<file path="config.mk">
export PLATFORM = sky130hd
export DESIGN_NAME = vcs_top
export DESIGN_NICKNAME = d
export VERILOG_FILES = /design/src/rtl/vcs_pkg.sv /design/src/rtl/vcs_top.sv
export SDC_FILE = /design/constraint.sdc
export NUM_CORES = 1
export LEC_CHECK = 0
export ABC_AREA = 1
export BUFFER_PORTS_ARGS = -buffer_cell sky130_fd_sc_hd__buf_2
export CORE_ASPECT_RATIO = 1.75
export CORE_UTILIZATION = 35
export CTS_BUF_LIST = sky130_fd_sc_hd__clkbuf_8
export CTS_CLUSTER_SIZE = 28
export DETAILED_ROUTE_END_ITERATION = 8
export PLACE_DENSITY_LB_ADDON = 0.15
export RECOVER_POWER = 100
export SLEW_MARGIN = 20
export SYNTH_ARGS = -nofsm -noshare
export SYNTH_HDL_FRONTEND = slang
export SYNTH_SLANG_ARGS = --single-unit
</file>
<file path="constraint.sdc">
create_clock -name clk_sys -period 1.6 [get_ports clk_sys]
set_clock_uncertainty 0.1 [all_clocks]
set_input_delay 0.48 -clock clk_sys [delete_from_list [all_inputs] [get_ports clk_sys]]
set_output_delay 0.48 -clock clk_sys [all_outputs]
set_load 0.005 [all_outputs]
</file>
<file path="src/rtl/vcs_pkg.sv">
// Package: constants for the vertical countdown sync block
package vcs_pkg;
	// Oscillator rate in Hz, kept whole so the half kilohertz is not lost
	localparam int OSC_FREQ_HZ = 503500;
	// Last prescaler count, a double line tick every sixteen oscillator periods
	localparam logic [3:0] PRESCALE_LAST = 4'hF;
	// Width of the vertical counter, room well beyond 574
	localparam int VCNT_W = 10;
	// Count at which the sync window opens
	localparam logic [VCNT_W-1:0] WIN_OPEN = 10'h1FE;
	// Count at which the sync window closes
	localparam logic [VCNT_W-1:0] WIN_CLOSE = 10'h23E;
	// Count at which the counter resets itself when no sync came
	localparam logic [VCNT_W-1:0] DEFAULT_CNT = 10'h21E;
	// Reset values
	localparam logic [VCNT_W-1:0] VCNT_RST = 10'h000;
	localparam logic [3:0] PRESCALE_RST = 4'h0;
	// Prescaler states for the tick sequencer
	typedef enum logic [1:0] {
		VCS_IDLE = 2'b00,
		VCS_RUN = 2'b01
	} vcs_state_t;
endpackage : vcs_pkg

</file>
<file path="src/rtl/vcs_top.sv">
// Module: counter-based horizontal and vertical timing with sync window
// Behaviour
// - Divide oscillator by sixteen into double line tick
// - Halve double tick, drive horizontal square wave
// - Tick-clocked flip-flop resets the vertical counter
// - Ignore vertical sync before count 510
// - Accepted sync sets reset flip-flop on next tick, counter zeroed on the tick after
// - Self reset at count 542 without sync
// - Sync window spans counts 510 to 573, only up to 543 reached
// - Each counter reset starts the retrace interval
// - Retrace ends when threshold input is reached
// - Burst gate low first half, released at peak
module vcs_top
	import vcs_pkg::*;
(
	// Clock and reset
	input wire logic clk_sys,
	input wire logic rst_b,
	// Pins from the outside world, asynchronous
	input wire logic osc_in,
	input wire logic vsync_in,
	input wire logic retrace_done_in,
	input wire logic flyback_in,
	input wire logic flyback_peak_in,
	// Timing outputs
	output logic h_drive_r,
	output logic double_line_tick,
	output logic vert_reset_r,
	output logic retrace_active_r,
	output logic burst_gate_r,
	output logic [VCNT_W-1:0] vcount_r
);

	// Two-flop synchronisers, first stage read only by second
	logic [4:0] pin_meta_r;
	logic [4:0] pin_sync_r;
	logic osc_d_r; // Previous synced oscillator level
	logic osc_rise; // One-cycle pulse per oscillator period
	logic vsync_d_r; // Previous synced vertical sync
	logic vsync_rise; // Leading edge of vertical sync
	logic [3:0] sixteen_prescaler_r; // Oscillator period count
	logic sync_seen_r; // Sync edge caught inside the window
	logic sync_window_gate; // Window open for sync
	logic sync_input_gate; // Sync allowed through the window
	logic default_reset_gate; // Counter ran out without sync
	logic reset_to_retrace_gate; // One-cycle reset pulse to retrace
	logic flyback_s;
	logic peak_s;
	logic retrace_done_s;
	logic vsync_s;
	logic osc_s;
	logic peak_seen_r; // Flyback peak already passed

	assign osc_s = pin_sync_r[0];
	assign vsync_s = pin_sync_r[1];
	assign retrace_done_s = pin_sync_r[2];
	assign flyback_s = pin_sync_r[3];
	assign peak_s = pin_sync_r[4];

	// Synchronise every pin before any logic looks at it
	always_ff @(posedge clk_sys or negedge rst_b) begin
		if (!rst_b) begin
			pin_meta_r <= 5'h00;
			pin_sync_r <= 5'h00;
		end else begin
			pin_meta_r <= {flyback_peak_in, flyback_in, retrace_done_in, vsync_in, osc_in};
			pin_sync_r <= pin_meta_r;
		end
	end

	// Edge history of the synced oscillator and sync levels
	always_ff @(posedge clk_sys or negedge rst_b) begin
		if (!rst_b) begin
			osc_d_r <= 1'b0;
			vsync_d_r <= 1'b0;
		end else begin
			osc_d_r <= osc_s;
			vsync_d_r <= vsync_s;
		end
	end

	assign osc_rise = osc_s & ~osc_d_r;
	assign vsync_rise = vsync_s & ~vsync_d_r;

	// Divide oscillator periods by sixteen
	always_ff @(posedge clk_sys or negedge rst_b) begin
		if (!rst_b) begin
			sixteen_prescaler_r <= PRESCALE_RST;
		end else if (osc_rise) begin
			sixteen_prescaler_r <= sixteen_prescaler_r + 4'h1;
		end
	end

	// Tick is a single-cycle enable, everything slower runs off it
	assign double_line_tick = osc_rise && (sixteen_prescaler_r == PRESCALE_LAST);

	// Line divider stage: horizontal drive toggles on every tick
	always_ff @(posedge clk_sys or negedge rst_b) begin
		if (!rst_b) begin
			h_drive_r <= 1'b0;
		end else if (double_line_tick) begin
			h_drive_r <= ~h_drive_r;
		end
	end

	// Window decode; beyond one past the default count it can never be reached
	assign sync_window_gate = (vcount_r >= WIN_OPEN) && (vcount_r < WIN_CLOSE);
	assign sync_input_gate = sync_window_gate && (sync_seen_r || vsync_rise);
	// The lower default wins, so the counter never climbs to the window's top
	assign default_reset_gate = (vcount_r >= DEFAULT_CNT);

	// Catch a sync edge only while the window is open; a new edge wins
	// over the clear at the tick so a sync landing on the tick is kept
	always_ff @(posedge clk_sys or negedge rst_b) begin
		if (!rst_b) begin
			sync_seen_r <= 1'b0;
		end else if (vsync_rise && sync_window_gate) begin
			sync_seen_r <= 1'b1;
		end else if (double_line_tick) begin
			sync_seen_r <= 1'b0;
		end
	end

	// Reset flip-flop: data from the gated sync or the default gate, clocked by the tick
	always_ff @(posedge clk_sys or negedge rst_b) begin
		if (!rst_b) begin
			vert_reset_r <= 1'b0;
		end else if (double_line_tick) begin
			// Held off while a request stands, so each request lasts one tick period;
			// the default gate is still true at the top count and would reset twice
			vert_reset_r <= !vert_reset_r && (sync_input_gate || default_reset_gate);
		end
	end

	// Vertical count stages: zero on the tick after a reset request
	always_ff @(posedge clk_sys or negedge rst_b) begin
		if (!rst_b) begin
			vcount_r <= VCNT_RST;
		end else if (double_line_tick) begin
			if (vert_reset_r) begin
				vcount_r <= VCNT_RST;
			end else begin
				vcount_r <= vcount_r + 10'h001;
			end
		end
	end

	// One-cycle reset pulse forwarded to retrace timing
	assign reset_to_retrace_gate = double_line_tick && vert_reset_r;

	// Retrace latch: set by reset, cleared by the threshold; set wins
	always_ff @(posedge clk_sys or negedge rst_b) begin
		if (!rst_b) begin
			retrace_active_r <= 1'b0;
		end else if (reset_to_retrace_gate) begin
			retrace_active_r <= 1'b1;
		end else if (retrace_done_s) begin
			retrace_active_r <= 1'b0;
		end
	end

	// Remember the flyback peak until the flyback ends
	always_ff @(posedge clk_sys or negedge rst_b) begin
		if (!rst_b) begin
			peak_seen_r <= 1'b0;
		end else if (!flyback_s) begin
			peak_seen_r <= 1'b0;
		end else if (peak_s) begin
			peak_seen_r <= 1'b1;
		end
	end

	// Burst gate: clamped low until the peak, then follows the flyback
	always_ff @(posedge clk_sys or negedge rst_b) begin
		if (!rst_b) begin
			burst_gate_r <= 1'b0;
		end else begin
			burst_gate_r <= flyback_s && (peak_seen_r || peak_s);
		end
	end

	// Helper: oscillator periods since the last tick, for checking only
	logic [4:0] osc_since_tick_r;
	always_ff @(posedge clk_sys or negedge rst_b) begin
		if (!rst_b) begin
			osc_since_tick_r <= 5'h00;
		end else if (double_line_tick) begin
			osc_since_tick_r <= 5'h00;
		end else if (osc_rise) begin
			osc_since_tick_r <= osc_since_tick_r + 5'h01;
		end
	end

	// Helper: set once the first tick has passed
	logic ticked_r;
	always_ff @(posedge clk_sys or negedge rst_b) begin
		if (!rst_b) begin
			ticked_r <= 1'b0;
		end else if (double_line_tick) begin
			ticked_r <= 1'b1;
		end
	end
endmodule : vcs_top

</file>
==> results.sh <==
export IMPL_synthFlopType="dfrtp_1"
export IMPL_synth_top_family_by_area="simple AND/OR/NAND/NOR gates"
export IMPL_critPathLaunch="sixteen_prescaler_r[0]"
export IMPL_clock_latency_ps=280
export IMPL_outcome="finished, violations left"
export IMPL_yosysTopAreaCell="dfrtp_1"
export IMPL_yosysTopAreaCellShare_pct=60.0
export IMPL_synth_warnings=0
export IMPL_cp_depth=4
export IMPL_via_count=1063
export IMPL_yosys_register_bits=32
export IMPL_synthCells=140
export IMPL_slew_headroom_pct=48.5
export IMPL_worstPathMaxFanout=2
export IMPL_layout_min_cycle_time_ps=1730
export IMPL_grt_pass1_vias=1135
export IMPL_crit_buf_inv=1
export IMPL_finalWirelength_mm=2.83
export IMPL_grt_util_all_layers_pct=15.8
export IMPL_slowest_stage="dfrtp_1"
export IMPL_start_kind="register"
export IMPL_fin_ws_ps=-134
export IMPL_ant_nets=0
export IMPL_syn_nets=150
export IMPL_grt_setup_unrepaired="yes"
export IMPL_dr_wl_met2_mm=1.57
export IMPL_cts_buffers=5
export IMPL_areaGrowthSynthToFinish_pct=31.9
export IMPL_antenna_found_initial=0
export IMPL_final_layout_size_suffix_gt1_share_pct=29.1
export IMPL_maxCapViolCount=0
export IMPL_die_h_um=83.7
export IMPL_wl_met3_um=87
export IMPL_cts_tree="yes"
export IMPL_ir_worst_vdd_v=0.000683
export IMPL_synth_edf_count=0
export IMPL_clkTransAtPathRegs_ps=70
export IMPL_die_x_um=48.7
export IMPL_p_total_w=0.00216
export IMPL_finalMaxSlewViolations=0
export IMPL_async_flop_share_pct=100
export IMPL_dpl_cell_area_mm2=0.00152
export IMPL_synth_most_common_cell="nand2_1"
export IMPL_initial_core_util_pct=36.8
export IMPL_setup_viol=1
export IMPL_vias_per_cell=4.72
export IMPL_synth_mux_area_fraction_pct=0.843
export IMPL_cp_cell_sequence="ha_2, nand3_2, nor2_4, buf_2"
export IMPL_worstPathRequired_ps=1020
export IMPL_synthAdderAreaFrac_pct=2.81
export IMPL_grt_overflow=0
export IMPL_postSynthAreaPerCell_um2=9.54
export IMPL_numClockSinks=32
export IMPL_leakagePower_nw=0.908
export IMPL_finish_instance_area_mm2=0.00176
export IMPL_critPathMaxStageDelay_ps=360
export IMPL_ioPinCount=22
export IMPL_crit_path_end="double_line_tick"
export IMPL_antenna_cells=0
export IMPL_detail_route_first_pass_iterations=4
export IMPL_synth_xor_area_share_pct=2.62
export IMPL_htreeDepth=2
export IMPL_r2r_start="sixteen_prescaler_r[0]"
export IMPL_synth_compound_area_share_pct=7.22
export IMPL_cts_root_buf="clkbuf_8"
export IMPL_tightest_slew_ps=773
export IMPL_hold_path_class="in -> reg"
export IMPL_grt_pass1_wl_mm=4.86
export IMPL_hold_viol=0
export IMPL_ctsHoldBuffers=0
export IMPL_final_nets=188
export IMPL_placed_cells=210
export IMPL_critPathKind="reg -> out"
export IMPL_worst_hold_slack_ps=206
export IMPL_r2r_end="vcount_r[8]"
export IMPL_place_congestion=0.844
export IMPL_worstRegToRegCells=11
export IMPL_path_delay_family="flip-flops"
export IMPL_powerDensity_mw_per_mm2=1230
export IMPL_fmax_mhz=577
export IMPL_yosys_area_share_simple_pct=21.4
export IMPL_drt_met1_wl_mm=1.05
export IMPL_dp_hpwl_mm=1.99
export IMPL_period_share_pct=108
export IMPL_drt_initial_drc_count=18
export IMPL_synth_cell_types=20
export IMPL_numPortBuffers=21
export IMPL_syn_area_mm2=0.00134
export IMPL_fp_dieArea_mm2=0.00407
export IMPL_cp_end_kind="primary output"
export IMPL_ys_top_cells_by_count="nand2_1, dfrtp_1, inv_1"
export IMPL_yosysSeqAreaShare_pct=60.0
export IMPL_core_region_area_mm2=0.00363
export IMPL_fin_cells=225
export IMPL_violations="negative setup slack"
export IMPL_rows=29
export IMPL_dr_max_layer_used="met4"
export IMPL_grt_max_degree=33
export IMPL_synthTopCellsByArea="dfrtp_1, nand2_1, inv_1"
export IMPL_crit_arrival_ps=1150
export IMPL_drc=0
export IMPL_r2r_setup_slack_ps=10
export IMPL_clockBufferDepth=2
export IMPL_wire_per_inst_um=12.6
[cell families (layout without fill, tap and decap cells)]
family | Yosys count | in the layout
muxes | 1 | 1
adders and majority gates | 3 | 3
and+or+nand+nor | 65 | 65
AOI/OAI and AO/OA | 17 | 17
buffers and inverters | 18 | 57
xor gates and xnor gates | 4 | 4
DFF | 32 | 32
[layout by cell type, fill, tap and decap left out, types with 3 or more instances in the layout]
cell type,count
buf_2,16
buf_4,7
clkbuf_1,4
clkbuf_8,7
dfrtp_1,32
inv_1,17
nand2_1,30
nand2_2,3
nand2_4,3
nand3_1,5
nand4_1,5
nor2_1,13
nor2_4,3
o21ai_0,7
xor2_1,4
[layer usage]
| layer | track usage (%) | vias up |
|---|---|---|
| li1 | - | 520 |
| met3 | 3.64 | 12 |
| met2 | 28.8 | 25 |
| met4 | 11.2 | 0 |
| met1 | 14.9 | 506 |
| met5 | 0 | - |
[sequential cells by signal, summed over array words and instances (netlist names)]
signal and count:
vcount_r 10, vert_reset_r 1, sixteen_prescaler_r 4, retrace_active_r 1
burst_gate_r 1, sync_seen_r 1, h_drive_r 1, osc_d_r 1
pin_meta_r 5, pin_sync_r 5, peak_seen_r 1, vsync_d_r 1
[power by group]
group / internal, W / total (W) / switching (W) / leakage [nW]
registers: 0.000909 / 0.000980 / 0.0000709 / 0.406
logic: 0.000169 / 0.000339 / 0.000170 / 0.438
clock network: 0.000549 / 0.000843 / 0.000294 / 0.0645
total: 0.00163 / 0.00216 / 0.000534 / 0.908
[worst register-to-register path, cell delays in order, from the launching register on]
cell and delay [ps]:
dfrtp_1 360, ha_2 190, nand3_2 80, nor2_4 120
buf_4 120, buf_6 120, nand2_4 70, nor2_4 110
nand2_2 60, nand2_1 60, nand2_1 50, nor2_1 90
[through the flow]
stage                     setup TNS [ps]  utilization [%]  setup WS (ps)
final                               -134             48.5           -134
after global routing                -480             48.5           -195
after CTS                           -145             46.1           -145
after detailed placement               0             42.0           34.3
after global placement                 0             42.0           98.3
after floorplan                        0                -           88.7
[worst min path at each step]
stage | start | to | cells after the start
final | vsync_in | pin_meta_r[1] | 1
after global routing | osc_in | pin_meta_r[0] | 1
after CTS | rst_b | vcount_r[8] | 2
after detailed placement | pin_meta_r[1] | pin_sync_r[1] | 0
after global placement | pin_meta_r[1] | pin_sync_r[1] | 0
after floorplan | rst_b | burst_gate_r | 0
[area by class of cell]
class                           count  area, µm²
Tap cell                           46       57.6
Multi-Input combinational cell     90        526
Inverter                           17       63.8
Sequential cell                    32        801
Timing Repair Buffer               32        186
Clock buffer                        7       96.3
Fill cell                         373       1870
Clock inverter                      1       30.0
[timing repair]
action / in CTS / in global routing
endpoints found under the setup margin: 1 / 7
pin swaps: 2 / 4
resized for setup: 2 / 21
setup buffers: 2 / 5
Power figures use the tool's default switching activity.
